[src/nfc_pkg.sv]
// Contract
// Word mode uses sixteen lines, byte eight
// Strobes keep host and flash off bus together
// Secure lock indicator read on DQ7
// Separate lockable secure sector, 128 words
// Locked parts may hold unique_serial_number
// Commands are plain write cycles, latched
// Program sequence starts self-timed program
// Fast mode programs with two writes
// Erase sequence starts self-timed erase
// Busy shown by op_done_pin, DQ7, DQ6
// After completion flash reads array again
// Sector erase touches only selected sectors
// Undervoltage blocks writes inside the flash
// Protected sectors refuse program and erase; the model's chip erase clears them too
// Erase suspend allows other-sector access, resume; erases poll to the end and commands are refused while busy
// Reset pin aborts operation, returns to read
// Stable address lets flash fall asleep
// Host may put flash into standby
// Busy location reads return status bits
// Byte mode leaves upper data lines undriven
package nfc_pkg;
    // Register offsets of the controller
    localparam logic [7:0] REG_CTRL = 8'h00;
    localparam logic [7:0] REG_ADDR = 8'h04;
    localparam logic [7:0] REG_DATA = 8'h08;
    localparam logic [7:0] REG_CMD = 8'h0c;
    localparam logic [7:0] REG_STAT = 8'h10;
    localparam logic [7:0] REG_RDAT = 8'h14;
    // Control and status bit positions
    localparam int CTRL_BYTE = 0;
    localparam int CTRL_FRST = 1;
    localparam int CTRL_SEL = 2;
    localparam int ST_BUSY = 0;
    localparam int ST_DONE = 1;
    localparam int ST_RDY = 2;
    localparam int ST_LOCK = 3;
    localparam int ST_FAST = 4;
    localparam int ST_REF = 5;
    // Operations written to the command register
    localparam logic [3:0] OP_READ = 4'h0;
    localparam logic [3:0] OP_PROG = 4'h1;
    localparam logic [3:0] OP_CHIP = 4'h2;
    localparam logic [3:0] OP_SECT = 4'h3;
    localparam logic [3:0] OP_SUSP = 4'h4;
    localparam logic [3:0] OP_RESUME = 4'h5;
    localparam logic [3:0] OP_POLL = 4'h6;
    localparam logic [3:0] OP_RESET = 4'h7;
    localparam logic [3:0] OP_BYP_ENT = 4'h8;
    localparam logic [3:0] OP_BYP_EXIT = 4'h9;
    localparam logic [3:0] OP_SEC_ENT = 4'ha;
    localparam logic [3:0] OP_SEC_EXIT = 4'hb;
    localparam logic [3:0] OP_LOCK_RD = 4'hc;
    // Flash command bytes
    localparam logic [7:0] C_UNLK1 = 8'haa;
    localparam logic [7:0] C_UNLK2 = 8'h55;
    localparam logic [7:0] C_PROG = 8'ha0;
    localparam logic [7:0] C_ERASE = 8'h80;
    localparam logic [7:0] C_CHIP = 8'h10;
    localparam logic [7:0] C_SECT = 8'h30;
    localparam logic [7:0] C_SUSP = 8'hb0;
    localparam logic [7:0] C_RESUME = 8'h30;
    localparam logic [7:0] C_RST = 8'hf0;
    localparam logic [7:0] C_BYP = 8'h20;
    localparam logic [7:0] C_ASEL = 8'h90;
    localparam logic [7:0] C_ZERO = 8'h00;
    localparam logic [7:0] C_SEC_ENT = 8'h88;
    // Flash word addresses of the unlock cycles and lock indicator
    localparam logic [21:0] UNLK1_A = 22'h00_0555;
    localparam logic [21:0] UNLK2_A = 22'h00_02aa;
    localparam logic [21:0] IND_A = 22'h00_0003;
    // Step kinds and address selects of the sequencer
    localparam logic [2:0] K_END = 3'h0;
    localparam logic [2:0] K_WC = 3'h1;
    localparam logic [2:0] K_WD = 3'h2;
    localparam logic [2:0] K_RD = 3'h3;
    localparam logic [2:0] K_POLL = 3'h4;
    localparam logic [1:0] A_TGT = 2'h0;
    localparam logic [1:0] A_U1 = 2'h1;
    localparam logic [1:0] A_U2 = 2'h2;
    localparam logic [1:0] A_IND = 2'h3;
    // Timing at a 25 ns clock
    localparam int CLK_NS = 25;
    localparam int T_WP_NS = 35;
    localparam int T_WPH_NS = 25;
    localparam int T_ACC_NS = 70;
    localparam int SYNC_CYC = 2;
    localparam logic [3:0] WP_CYC = 4'((T_WP_NS + CLK_NS - 1) / CLK_NS);
    localparam logic [3:0] WPH_CYC = 4'((T_WPH_NS + CLK_NS - 1) / CLK_NS);
    localparam logic [3:0] RD_CYC = 4'((T_ACC_NS + CLK_NS - 1) / CLK_NS + SYNC_CYC);
    // Sequencer states
    typedef enum logic [2:0] {
        S_IDLE = 3'b000,
        S_FETCH = 3'b001,
        S_WLOW = 3'b010,
        S_WHIGH = 3'b011,
        S_TURN = 3'b100,
        S_RWAIT = 3'b101,
        S_RTAKE = 3'b110
    } nfc_state_t;
endpackage

[src/nfc_host.sv]
// Added by the designer: the address-and-strobe port and the address map.
`timescale 1ns/100ps
`default_nettype none
module nfc_host (
    // Clock and reset
    input wire logic mclk,
    input wire logic rstn,
    // Register port
    input wire logic [7:0] reg_addr,
    input wire logic [31:0] reg_wdata,
    input wire logic reg_wr,
    input wire logic reg_rd,
    output logic [31:0] reg_rdata,
    // Flash address and strobes
    output logic [21:0] fl_addr,
    output logic fl_a_lsb,
    output logic fl_ce_n,
    output logic fl_we_n,
    output logic fl_oe_n,
    output logic fl_byte_n,
    output logic fl_rst_n,
    // Flash data lines
    output logic [15:0] fl_dq_out,
    output logic fl_dq_oe_lo,
    output logic fl_dq_oe_hi,
    input wire logic [15:0] fl_dq_in,
    // Ready pin, high when idle
    input wire logic op_done_pin
);
    typedef struct packed {
        nfc_pkg::nfc_state_t st;
        logic [3:0] op;
        logic [3:0] step;
        logic [3:0] cnt;
        logic first;
        logic [21:0] fa;
        logic lsb;
        logic [15:0] dqo;
        logic oe_lo;
        logic oe_hi;
        logic ce_n;
        logic we_n;
        logic oe_n;
        logic byte_n;
        logic rst_n;
        logic byte_m;
        logic frst;
        logic keep_sel;
        logic fast;
        logic [22:0] addr;
        logic [15:0] wdat;
        logic [15:0] rdat;
        logic busy;
        logic done;
        logic lock;
        logic refused;
        logic prev6;
        logic [15:0] s1;
        logic [15:0] s2;
        logic r1;
        logic r2;
        logic [31:0] rdata;
    } nfc_regs_t;

    localparam nfc_regs_t RST_V = '{st: nfc_pkg::S_IDLE, ce_n: 1'b1, we_n: 1'b1, oe_n: 1'b1,
                                    byte_n: 1'b1, default: '0};

    nfc_regs_t q;
    nfc_regs_t d;

    // Bus cycle list of each operation: kind, address select, byte
    function automatic logic [12:0] nfc_step(input logic [3:0] op, input logic [3:0] i, input logic fast);
        logic unl;
        logic [3:0] j;
        logic [12:0] r;
        unl = (op == nfc_pkg::OP_PROG && !fast) || op == nfc_pkg::OP_CHIP || op == nfc_pkg::OP_SECT ||
              op == nfc_pkg::OP_BYP_ENT || op == nfc_pkg::OP_SEC_ENT || op == nfc_pkg::OP_SEC_EXIT ||
              op == nfc_pkg::OP_LOCK_RD;
        j = unl ? i - 4'h2 : i;
        r = {nfc_pkg::K_END, nfc_pkg::A_TGT, nfc_pkg::C_ZERO};
        if (unl && i == 4'h0) begin
            r = {nfc_pkg::K_WC, nfc_pkg::A_U1, nfc_pkg::C_UNLK1};
        end else if (unl && i == 4'h1) begin
            r = {nfc_pkg::K_WC, nfc_pkg::A_U2, nfc_pkg::C_UNLK2};
        end else begin
            case (op)
                nfc_pkg::OP_READ: if (j == 4'h0) r = {nfc_pkg::K_RD, nfc_pkg::A_TGT, nfc_pkg::C_ZERO};
                nfc_pkg::OP_PROG: begin
                    // Fast mode skips the unlock pair R08
                    if (j == 4'h0) r = {nfc_pkg::K_WC, nfc_pkg::A_U1, nfc_pkg::C_PROG};
                    if (j == 4'h1) r = {nfc_pkg::K_WD, nfc_pkg::A_TGT, nfc_pkg::C_ZERO};
                    if (j == 4'h2) r = {nfc_pkg::K_POLL, nfc_pkg::A_TGT, nfc_pkg::C_ZERO};
                end
                nfc_pkg::OP_CHIP, nfc_pkg::OP_SECT: begin
                    if (j == 4'h0) r = {nfc_pkg::K_WC, nfc_pkg::A_U1, nfc_pkg::C_ERASE};
                    if (j == 4'h1) r = {nfc_pkg::K_WC, nfc_pkg::A_U1, nfc_pkg::C_UNLK1};
                    if (j == 4'h2) r = {nfc_pkg::K_WC, nfc_pkg::A_U2, nfc_pkg::C_UNLK2};
                    if (j == 4'h3 && op == nfc_pkg::OP_CHIP) r = {nfc_pkg::K_WC, nfc_pkg::A_U1, nfc_pkg::C_CHIP};
                    // Only the addressed sector is named R12
                    if (j == 4'h3 && op == nfc_pkg::OP_SECT) r = {nfc_pkg::K_WC, nfc_pkg::A_TGT, nfc_pkg::C_SECT};
                    if (j == 4'h4) r = {nfc_pkg::K_POLL, nfc_pkg::A_TGT, nfc_pkg::C_ZERO};
                end
                nfc_pkg::OP_SUSP: if (j == 4'h0) r = {nfc_pkg::K_WC, nfc_pkg::A_TGT, nfc_pkg::C_SUSP};
                nfc_pkg::OP_RESUME: if (j == 4'h0) r = {nfc_pkg::K_WC, nfc_pkg::A_TGT, nfc_pkg::C_RESUME};
                nfc_pkg::OP_POLL: if (j == 4'h0) r = {nfc_pkg::K_POLL, nfc_pkg::A_TGT, nfc_pkg::C_ZERO};
                nfc_pkg::OP_RESET: if (j == 4'h0) r = {nfc_pkg::K_WC, nfc_pkg::A_TGT, nfc_pkg::C_RST};
                nfc_pkg::OP_BYP_ENT: if (j == 4'h0) r = {nfc_pkg::K_WC, nfc_pkg::A_U1, nfc_pkg::C_BYP};
                nfc_pkg::OP_BYP_EXIT: begin
                    if (j == 4'h0) r = {nfc_pkg::K_WC, nfc_pkg::A_TGT, nfc_pkg::C_ASEL};
                    if (j == 4'h1) r = {nfc_pkg::K_WC, nfc_pkg::A_TGT, nfc_pkg::C_ZERO};
                end
                nfc_pkg::OP_SEC_ENT: if (j == 4'h0) r = {nfc_pkg::K_WC, nfc_pkg::A_U1, nfc_pkg::C_SEC_ENT};
                nfc_pkg::OP_SEC_EXIT: begin
                    if (j == 4'h0) r = {nfc_pkg::K_WC, nfc_pkg::A_U1, nfc_pkg::C_ASEL};
                    if (j == 4'h1) r = {nfc_pkg::K_WC, nfc_pkg::A_TGT, nfc_pkg::C_ZERO};
                end
                nfc_pkg::OP_LOCK_RD: begin
                    if (j == 4'h0) r = {nfc_pkg::K_WC, nfc_pkg::A_U1, nfc_pkg::C_ASEL};
                    if (j == 4'h1) r = {nfc_pkg::K_RD, nfc_pkg::A_IND, nfc_pkg::C_ZERO};
                    if (j == 4'h2) r = {nfc_pkg::K_WC, nfc_pkg::A_TGT, nfc_pkg::C_RST};
                end
                default: r = r;
            endcase
        end
        return r;
    endfunction

    // Next state of all registers
    always_comb begin
        logic [12:0] s;
        logic [2:0] sk;
        logic [1:0] sa;
        logic [15:0] rv;
        d = q;
        s = nfc_step(q.op, q.step, q.fast);
        sk = s[12:10];
        sa = s[9:8];
        rv = q.byte_m ? {8'h00, q.s2[7:0]} : q.s2;
        // Pin synchronisers
        d.s1 = fl_dq_in;
        d.s2 = q.s1;
        d.r1 = op_done_pin;
        d.r2 = q.r1;
        // Register writes; a refused command is flagged
        if (reg_wr) begin
            case (reg_addr)
                nfc_pkg::REG_CTRL: begin
                    d.byte_m = reg_wdata[nfc_pkg::CTRL_BYTE];
                    d.frst = reg_wdata[nfc_pkg::CTRL_FRST];
                    d.keep_sel = reg_wdata[nfc_pkg::CTRL_SEL];
                end
                nfc_pkg::REG_ADDR: d.addr = reg_wdata[22:0];
                nfc_pkg::REG_DATA: d.wdat = reg_wdata[15:0];
                nfc_pkg::REG_STAT: begin
                    if (reg_wdata[nfc_pkg::ST_DONE]) d.done = 1'b0;
                    if (reg_wdata[nfc_pkg::ST_REF]) d.refused = 1'b0;
                end
                nfc_pkg::REG_CMD: begin
                    if (q.busy || q.frst) begin
                        d.refused = 1'b1;
                    end else begin
                        d.op = reg_wdata[3:0];
                        d.step = 4'h0;
                        d.first = 1'b1;
                        d.busy = 1'b1;
                        d.st = nfc_pkg::S_FETCH;
                    end
                end
                default: d.busy = q.busy;
            endcase
        end
        // Read data stand the cycle after the strobe
        d.rdata = 32'h0000_0000;
        if (reg_rd) begin
            case (reg_addr)
                nfc_pkg::REG_CTRL: d.rdata = {29'h0, q.keep_sel, q.frst, q.byte_m};
                nfc_pkg::REG_ADDR: d.rdata = {9'h0, q.addr};
                nfc_pkg::REG_DATA: d.rdata = {16'h0000, q.wdat};
                nfc_pkg::REG_STAT: d.rdata = {26'h0, q.refused, q.fast, q.lock, q.r2, q.done, q.busy};
                nfc_pkg::REG_RDAT: d.rdata = {16'h0000, q.rdat};
                default: d.rdata = 32'h0000_0000;
            endcase
        end
        // Bus cycle sequencer
        case (q.st)
            nfc_pkg::S_IDLE: begin
                // Address held still while idle R17
                d.ce_n = ~q.keep_sel;
                d.lsb = q.lsb & d.byte_m;
            end
            nfc_pkg::S_FETCH: begin
                d.ce_n = 1'b0;
                d.oe_lo = 1'b0;
                d.oe_hi = 1'b0;
                case (sa)
                    nfc_pkg::A_U1: begin
                        d.fa = nfc_pkg::UNLK1_A;
                        d.lsb = 1'b0;
                    end
                    nfc_pkg::A_U2: begin
                        d.fa = nfc_pkg::UNLK2_A;
                        d.lsb = q.byte_m;
                    end
                    nfc_pkg::A_IND: begin
                        d.fa = nfc_pkg::IND_A;
                        d.lsb = 1'b0;
                    end
                    default: begin
                        d.fa = q.byte_m ? q.addr[22:1] : q.addr[21:0];
                        d.lsb = q.byte_m & q.addr[0];
                    end
                endcase
                case (sk)
                    nfc_pkg::K_WC, nfc_pkg::K_WD: begin
                        // Command as a plain write cycle R06
                        d.dqo = (sk == nfc_pkg::K_WC) ? {8'h00, s[7:0]} : q.byte_m ? {8'h00, q.wdat[7:0]} : q.wdat;
                        d.oe_lo = 1'b1;
                        d.oe_hi = ~q.byte_m;
                        d.cnt = nfc_pkg::WP_CYC;
                        d.st = nfc_pkg::S_WLOW;
                    end
                    nfc_pkg::K_RD, nfc_pkg::K_POLL: begin
                        d.st = nfc_pkg::S_TURN;
                    end
                    default: begin
                        // Flash back in read mode R11
                        d.ce_n = ~q.keep_sel;
                        d.busy = 1'b0;
                        d.done = 1'b1;
                        if (q.op == nfc_pkg::OP_BYP_ENT) d.fast = 1'b1;
                        if (q.op == nfc_pkg::OP_BYP_EXIT) d.fast = 1'b0;
                        d.st = nfc_pkg::S_IDLE;
                    end
                endcase
            end
            nfc_pkg::S_WLOW: begin
                d.we_n = 1'b0;
                if (q.cnt <= 4'h1) begin
                    d.cnt = nfc_pkg::WPH_CYC;
                    d.st = nfc_pkg::S_WHIGH;
                end else begin
                    d.cnt = q.cnt - 4'h1;
                end
            end
            nfc_pkg::S_WHIGH: begin
                d.we_n = 1'b1;
                if (q.cnt <= 4'h1) begin
                    d.step = q.step + 4'h1;
                    d.st = nfc_pkg::S_FETCH;
                end else begin
                    d.cnt = q.cnt - 4'h1;
                end
            end
            nfc_pkg::S_TURN: begin
                // Data lines released one cycle before output enable R02
                d.oe_n = 1'b0;
                d.cnt = nfc_pkg::RD_CYC;
                d.st = nfc_pkg::S_RWAIT;
            end
            nfc_pkg::S_RWAIT: begin
                if (q.cnt <= 4'h1) begin
                    d.st = nfc_pkg::S_RTAKE;
                end else begin
                    d.cnt = q.cnt - 4'h1;
                end
            end
            nfc_pkg::S_RTAKE: begin
                d.oe_n = 1'b1;
                d.st = nfc_pkg::S_FETCH;
                if (sk == nfc_pkg::K_RD) begin
                    d.rdat = rv;
                    if (sa == nfc_pkg::A_IND) d.lock = rv[7];
                    d.step = q.step + 4'h1;
                end else if (q.first) begin
                    // Status reads while busy, toggle compare R19
                    d.first = 1'b0;
                    d.prev6 = rv[6];
                end else if (rv[6] == q.prev6 && q.r2) begin
                    // Toggle stopped and ready pin high R10
                    d.rdat = rv;
                    d.first = 1'b1;
                    d.step = q.step + 4'h1;
                end else begin
                    d.prev6 = rv[6];
                end
            end
            default: d.st = nfc_pkg::S_IDLE;
        endcase
        // Flash reset aborts the sequence R16
        if (d.frst) begin
            d.st = nfc_pkg::S_IDLE;
            d.busy = 1'b0;
            d.fast = 1'b0;
            d.ce_n = 1'b1;
            d.we_n = 1'b1;
            d.oe_n = 1'b1;
            d.oe_lo = 1'b0;
            d.oe_hi = 1'b0;
        end
        d.rst_n = ~d.frst;
        d.byte_n = ~d.byte_m;
    end

    // State register
    always_ff @(posedge mclk or negedge rstn) begin
        if (!rstn) begin
            q <= RST_V;
        end else begin
            q <= d;
        end
    end

    // Outputs straight from flops
    assign reg_rdata = q.rdata;
    assign fl_addr = q.fa;
    assign fl_a_lsb = q.lsb;
    assign fl_ce_n = q.ce_n;
    assign fl_we_n = q.we_n;
    assign fl_oe_n = q.oe_n;
    assign fl_byte_n = q.byte_n;
    assign fl_rst_n = q.rst_n;
    assign fl_dq_out = q.dqo;
    assign fl_dq_oe_lo = q.oe_lo;
    assign fl_dq_oe_hi = q.oe_hi;
endmodule
`default_nettype wire

[config.mk]
export PLATFORM = sky130hd
export DESIGN_NAME = nfc_host
export DESIGN_NICKNAME = d
export VERILOG_FILES = /design/src/nfc_pkg.sv /design/src/nfc_host.sv
export SDC_FILE = /design/constraint.sdc
export NUM_CORES = 1
export LEC_CHECK = 0
export ABC_AREA = 1
export BUFFER_PORTS_ARGS = -buffer_cell sky130_fd_sc_hd__buf_2
export CAP_MARGIN = 20
export CORE_UTILIZATION = 35
export DETAILED_ROUTE_END_ITERATION = 10
export PLACE_DENSITY_LB_ADDON = 0.3
export SKIP_CTS_REPAIR_TIMING = 1
export SLEW_MARGIN = 20
export SYNTH_ARGS = -nofsm -noshare
export SYNTH_HDL_FRONTEND = slang
export SYNTH_SLANG_ARGS = --single-unit
[constraint.sdc]
create_clock -name mclk -period 2.42 [get_ports mclk]
set_clock_uncertainty 0.15 [all_clocks]
set_input_delay 0.484 -clock mclk [delete_from_list [all_inputs] [get_ports mclk]]
set_output_delay 0.484 -clock mclk [all_outputs]
set_load 0.1 [all_outputs]
; ---- After elaboration in Yosys (flattened, before gate mapping)
; Index checks and enable logic that the tools add are counted.
[op_classes]
n_bitwise = 8
add_sub_neg = 3
reduce_logical = 44
muxes = 89
magnitude_cmp = 1
eq_ne = 43
[op_table]
columns = operator, n
row1 = two-way mux 13 bit, 14
row2 = one-hot mux 13 bit (12 select lines), 1
row3 = two-way mux 11 bit, 12
row4 = one-hot mux 23 bit (5 select lines), 1
row5 = two-way mux 16 bit, 6
row6 = one-hot mux 23 bit (3 select lines), 1
row7 = two-way mux 4 bit, 8
row8 = two-way mux 23 bit, 1
row9 = two-way mux 1 bit, 22
row10 = two-way mux 22 bit, 1
row11 = one-hot mux 3 bit (7 select lines), 1
row12 = equality test 4 x 3 -> 1 bit (second input constant), 5
row13 = equality test 4 bit (second input constant), 5
row14 = two-way mux 3 bit, 6
row15 = AND reduction 3 bit, 6
row16 = equality test 4 x 2 -> 1 bit (second input constant), 4
row17 = equality test 8 x 4 -> 1 bit (second input constant), 2
row18 = equality test 8 x 5 -> 1 bit (second input constant), 2
row19 = one-hot mux 4 bit (4 select lines), 1
row20 = equality test 3 x 2 -> 1 bit (second input constant), 4
row21 = equality test 3 bit (second input constant), 4
row22 = equality test 4 x 1 -> 1 bit (second input constant), 3
row23 = logical NOT 4 bit, 3
row24 = two-way mux 12 bit, 1
row25 = 30 further kinds, 74
[totals]
ff_bits = 192
inputBits = 61
out_inout_bits = 78

; ---- Longest topological paths before layout
[logic_depth]
ltp_word = 24
mapped_depth = 19
depth_no_buf = 19

; ---- Worst setup path before layout
; No wires, ideal clock.
[synth_timing]
path_kind = register to register
from = reg q[186] (netlist bit)
to = reg q[83] (netlist bit)
stages_incl_launch_ff = 18
setup_time_ns = 0.117
path_buffers = 1
required_time_ns = 2.153
setup_slack_ns = 0.010
synth_period_minus_slack_ns = 2.410
arrival_ns = 2.142
cell_sequence = dfrtp_1 -> inv_2 -> nor2_1 -> a21oi_4 -> nand2_4 -> nand2_2 -> nand2_4 -> nor2_8 -> nand3_1 -> nor2_2 -> nor2_2 -> nand4_4 -> nand2_4 -> nand2_2 -> nand2_4 -> buf_6 -> nand2_1 -> o21ai_2
[synth_between]
elab_chain_cells = 22
[synth_rtl]
columns = element, line_no
row1 = start: declaration, nfc_host.sv:68  ; nfc_regs_t q;
row2 = start signal: assignment, nfc_host.sv:307  ; q <= RST_V;
row3 = start signal: assignment, nfc_host.sv:309  ; q <= d;
row4 = equality test 4 x 1 -> 1 bit, "nfc_host.sv:76, nfc_host.sv:86"
row5 = logical AND 1 bit, nfc_host.sv:76  ; unl = (op == nfc_pkg::OP_PROG && !fast) || op == nfc_pkg::OP_CHIP || op == nfc_pkg::OP_SECT ||
row6 = logical OR 1 bit (3 in series), nfc_host.sv:76
row7 = logical OR 1 bit (3 in series), nfc_host.sv:77  ; op == nfc_pkg::OP_BYP_ENT || op == nfc_pkg::OP_SEC_ENT || op == nfc_pkg::OP_SEC_EXIT ||
row8 = two-way mux 4 bit, nfc_host.sv:79  ; j = unl ? i - 4'h2 : i;
row9 = logical NOT 4 bit, --
row10 = two-way mux 11 bit, nfc_host.sv:95  ; if (j == 4'h0) r = {nfc_pkg::K_WC, nfc_pkg::A_U1, nfc_pkg::C_ERASE};
row11 = two-way mux 13 bit, nfc_host.sv:96  ; if (j == 4'h1) r = {nfc_pkg::K_WC, nfc_pkg::A_U1, nfc_pkg::C_UNLK1};
row12 = [2 not listed], --
row13 = two-way mux 13 bit, nfc_host.sv:100  ; if (j == 4'h3 && op == nfc_pkg::OP_SECT) r = {nfc_pkg::K_WC, nfc_pkg::A_TGT, nfc_pkg::C_SECT};
row14 = two-way mux 13 bit, nfc_host.sv:101  ; if (j == 4'h4) r = {nfc_pkg::K_POLL, nfc_pkg::A_TGT, nfc_pkg::C_ZERO};
row15 = one-hot mux 13 bit (12 select lines), nfc_host.sv:86  ; case (op)
row16 = two-way mux 13 bit, nfc_host.sv:83  ; end else if (unl && i == 4'h1) begin
row17 = two-way mux 13 bit *, nfc_host.sv:81  ; if (unl && i == 4'h0) begin
row18 = equality test 3 x 2 -> 1 bit *, nfc_host.sv:270  ; if (sk == nfc_pkg::K_RD) begin
row19 = != test 2 x 1 -> 1 bit (no source line) / nonzero test 2 bit (equally long branches), --
row20 = AND reduction 3 bit (no source line), --
; Every way passes the cells marked *; elsewhere a longest branch is shown, timed or not.
; A chain may end at the register's enable or synchronous reset.

; ---- Final worst setup path
[layout_timing]
from = reg q[186] (netlist bit)
to = reg q, in the netlist fl_dq_out[1]
[layout_between]
elab_chain_cells = 22
[layout_rtl]
columns = element, line_no
row1 = equality test 4 x 1 -> 1 bit, "nfc_host.sv:76, nfc_host.sv:86"
row2 = logical AND 1 bit, nfc_host.sv:76
row3 = logical OR 1 bit (3 in series), nfc_host.sv:76
row4 = logical OR 1 bit (3 in series), nfc_host.sv:77
row5 = two-way mux 4 bit, nfc_host.sv:79
row6 = logical NOT 4 bit, --
row7 = two-way mux 11 bit, nfc_host.sv:95
row8 = two-way mux 13 bit, nfc_host.sv:96
row9 = [2 not listed], --
row10 = two-way mux 13 bit, nfc_host.sv:100
row11 = two-way mux 13 bit, nfc_host.sv:101
row12 = one-hot mux 13 bit (12 select lines), nfc_host.sv:86
row13 = two-way mux 13 bit, nfc_host.sv:83
row14 = two-way mux 13 bit *, nfc_host.sv:81
row15 = equality test 3 x 1 -> 1 bit / equality test 3 x 2 -> 1 bit (equally long branches), "nfc_host.sv:213, nfc_host.sv:216"
row16 = OR reduction 2 bit, --
row17 = AND reduction 2 bit (no source line), --
; Marked as above.

==> impl_metrics.env <==
export IMPL_status="finished with violations"
export IMPL_violations="setup timing"
export IMPL_rrSetupSlack_ps=-170
export IMPL_critical_path_endpoint_type="flop"
export IMPL_use_met3_pct=3.21
export IMPL_antenna_left=0
export IMPL_placed_cells=1517
export IMPL_grt_util_met1_pct=27.8
export IMPL_p_sw_uw=2730
export IMPL_cts_tree="yes"
export IMPL_grt_max_degree=70
export IMPL_nets=1306
export IMPL_row_count=58
export IMPL_met2_usage_pct=26.2
export IMPL_wl_per_cell_um=15.3
export IMPL_slew_headroom_pct=64.9
export IMPL_arrival_ps=2760
export IMPL_grt_busiest_layer="met1"
export IMPL_avgSynthCellArea_sq_um=8.48
export IMPL_power_uw=7720
export IMPL_finalHoldViolCount=0
export IMPL_mostFrequentLayoutCell="nand2_1"
export IMPL_setup_viol=67
export IMPL_h_tree_depth=4
export IMPL_die_x_um=162
export IMPL_drc=0
export IMPL_drtIter0Drc=579
export IMPL_min_path_type="primary input to flop"
export IMPL_required_ps=2590
export IMPL_yosysUniqueCellTypes=51
export IMPL_dieHeight_um=162
export IMPL_worst_pin_slew_ps=531
export IMPL_rsz0062_at_grt="true"
export IMPL_placed_area_sq_mm=0.0102
export IMPL_worstSetupPathType="flop to flop"
export IMPL_slowest_stage="dfrtp_2"
export IMPL_r2r_end="fl_dq_out[1]"
export IMPL_root_buffer="clkbuf_16"
export IMPL_power_density_mw_per_mm2=681
export IMPL_hpwl_mm=18.0
export IMPL_wl_mm=24.2
export IMPL_final_cell_mix="nand2_1 (230), dfrtp_1 (177), buf_2 (119)"
export IMPL_initial_core_util_pct=35.7
export IMPL_gp_congestion=0.889
export IMPL_cp_start_kind="flop"
export IMPL_numCtsBuffers=17
export IMPL_syn_instance_count=1062
export IMPL_worstHoldStart="fl_dq_in[14]"
export IMPL_endpoint="fl_dq_out[1]"
export IMPL_drv_slew=0
export IMPL_worstPathCellList="inv_2 > nor2_2 > a21oi_4 > nand3_1 > nand2_2 > nand3_2 > nor2_2 > nand2_2 > buf_6 > nand4_4 > nand2_4 > buf_12 > a21oi_1 > o21ai_2"
export IMPL_synthArstFlopShare_pct=100
export IMPL_cp_startpoint="q[186]"
export IMPL_ys_warn_count=0
export IMPL_gr_usage_all_layers_pct=18.4
export IMPL_overflow=0
export IMPL_cp_max_fo=16
export IMPL_swShare_pct=35.3
export IMPL_io_buffers=120
export IMPL_via_per_inst=4.81
export IMPL_reg2reg_depth=14
export IMPL_grt_pass1_wl_mm=37.6
export IMPL_max_freq_mhz=387
export IMPL_pwr_share_seq_pct=43.6
export IMPL_clk_pin_slew_ps=70
export IMPL_fin_crit_sh_pct=107
export IMPL_stdcell_count=1582
export IMPL_grt_pass1_vias=6923
export IMPL_drtPass1Iterations=5
export IMPL_pin_count=139
export IMPL_post_route_min_period_ps=2590
export IMPL_p_int_uw=4990
export IMPL_power_leakage_uw=0.00568
export IMPL_critical_path_max_stage_delay_ps=440
export IMPL_syn_area_sq_mm=0.00900
export IMPL_synth_seq_cells=183
export IMPL_vdd_drop_max_v=0.000642
export IMPL_seq_area_frac_synth_pct=50.9
export IMPL_core_area_sq_mm=0.0252
export IMPL_clock_sinks=183
export IMPL_antenna_found_initial=2
export IMPL_synth_edff_count=0
export IMPL_synth_ff_type="dfrtp_1"
export IMPL_r2r_start="q[186]"
export IMPL_drive_gt1_share_pct=29.4
export IMPL_clkPwrFrac_pct=34.5
export IMPL_final_area_sq_mm=0.0113
export IMPL_insertion_delay_ps=440
export IMPL_area_growth_pct=25.9
export IMPL_cts_path_max_buffers=2
export IMPL_vias=7606
export IMPL_comb_power_share_pct=22.0
export IMPL_dieArea_sq_mm=0.0264
export IMPL_worst_slack_ps=-167
export IMPL_cap_violations=0
## power by group through the flow
stage	Clock, uW	Combinational [uW]	Sequential (uW)
floorplan	0	1320	3440
global placement	0	1620	3420
detailed placement	0	1630	3420
CTS	2730	1640	3360
global route	2860	1810	3390
finish	2660	1690	3360
## metrics by stage
| step | util, % | setup TNS [ps] | setup WS [ps] | hold slack, ps |
|---|---|---|---|---|
| 2_1_floorplan | - | 0 | 10.4 | 38.4 |
| 3_3_place_gp | 40.6 | -13040 | -250 | 186 |
| 3_5_place_dp | 40.6 | -13500 | -275 | 185 |
| 4_1_cts | 42.8 | -14980 | -290 | -283 |
| 5_1_grt | 45.0 | -17600 | -306 | 3.64 |
| 6_report | 45.0 | -6010 | -167 | 13.9 |
## cell usage after synthesis (2+ instances only)
cell	count	area share, %
nand2_1	241	10
dfrtp_1	179	50
o21ai_0	110	6.1
inv_1	94	3.9
nor2_1	80	3.3
buf_4	71	5.9
nand3_1	66	3.7
a21oi_1	40	2.2
clkbuf_1	25	1.0
o21ai_1	15	0.83
nor3_1	14	0.78
nand4_1	11	0.76
nand2_2	9	0.63
o21ai_2	9	0.88
a31oi_1	7	0.49
ha_1	7	0.97
nand2_4	7	0.88
inv_2	6	0.25
nor2_2	6	0.42
buf_6	5	0.63
o22ai_1	5	0.35
dfstp_2	4	1.2
nand3_2	4	0.44
o211ai_1	4	0.33
a211oi_1	3	0.25
a221oi_1	3	0.29
buf_1	3	0.13
nor4_1	3	0.21
o31ai_1	3	0.25
xnor2_1	3	0.29
buf_2	2	0.11
nand3b_1	2	0.17
nor2_4	2	0.25
xor2_1	2	0.19
## critical path, delay by kind of cell (launching register included)
family	cells	cell delay, ps
buffers and inverters	3	360
AO/OA/AOI/OAI	3	570
flip-flops	1	440
AND/OR/NAND/NOR	8	970
## logic make-up (layout without fill, tap and decap cells)
kind of cell | Yosys count | count (layout) | synth area share (%)
compound gates | 205 | 205 | 12.7
mux | 1 | 1 | 0.125
xor+xnor | 5 | 5 | 0.487
flops | 183 | 183 | 50.9
buf+inv | 208 | 387 | 12.1
fa+ha+maj | 7 | 7 | 0.973
simple gates | 452 | 453 | 22.7
other cells | 1 | 11 | 0.0417
## routing by layer
metal	vias to the layer above	share of wire [%]
met5	-	0
met4	0	2.1
met3	24	4.8
met2	202	44
met1	3630	49
li1	3750	-
## registers in the layout, indices dropped and copies added, names as in the netlist
| name | cells |
|---|---|
| fl_dq_out | 16 |
| fl_byte_n | 1 |
| fl_addr | 22 |
| d | 17 |
| fl_dq_oe_lo | 1 |
| fl_a_lsb | 1 |
| fl_we_n | 1 |
| fl_dq_oe_hi | 1 |
| fl_ce_n | 1 |
| reg_rdata | 23 |
| fl_rst_n | 1 |
| fl_oe_n | 1 |
| q | 97 |
## layout make-up
class | instances | area (sq um)
clock buffer | 19 | 443
antenna | 2 | 5.00
timing repair buffer | 254 | 1800
tap | 330 | 413
inverter | 102 | 388
multi-input combinational | 680 | 3580
fill | 2495 | 13800
sequential | 183 | 4590
clock inverter | 12 | 113
## how the worst min path moves through the flow
stage / to / slack [ps] / cells past startpoint
detailed placement: q[43] / 180 / 0
global placement: fl_addr[20] / 190 / 1
floorplan: d[32] / 40 / 0
finish: d[48] / 10 / 1
CTS: fl_addr[19] / -280 / 1
global route: d[48] / 4 / 1
(Power assumes the default switching activity.)
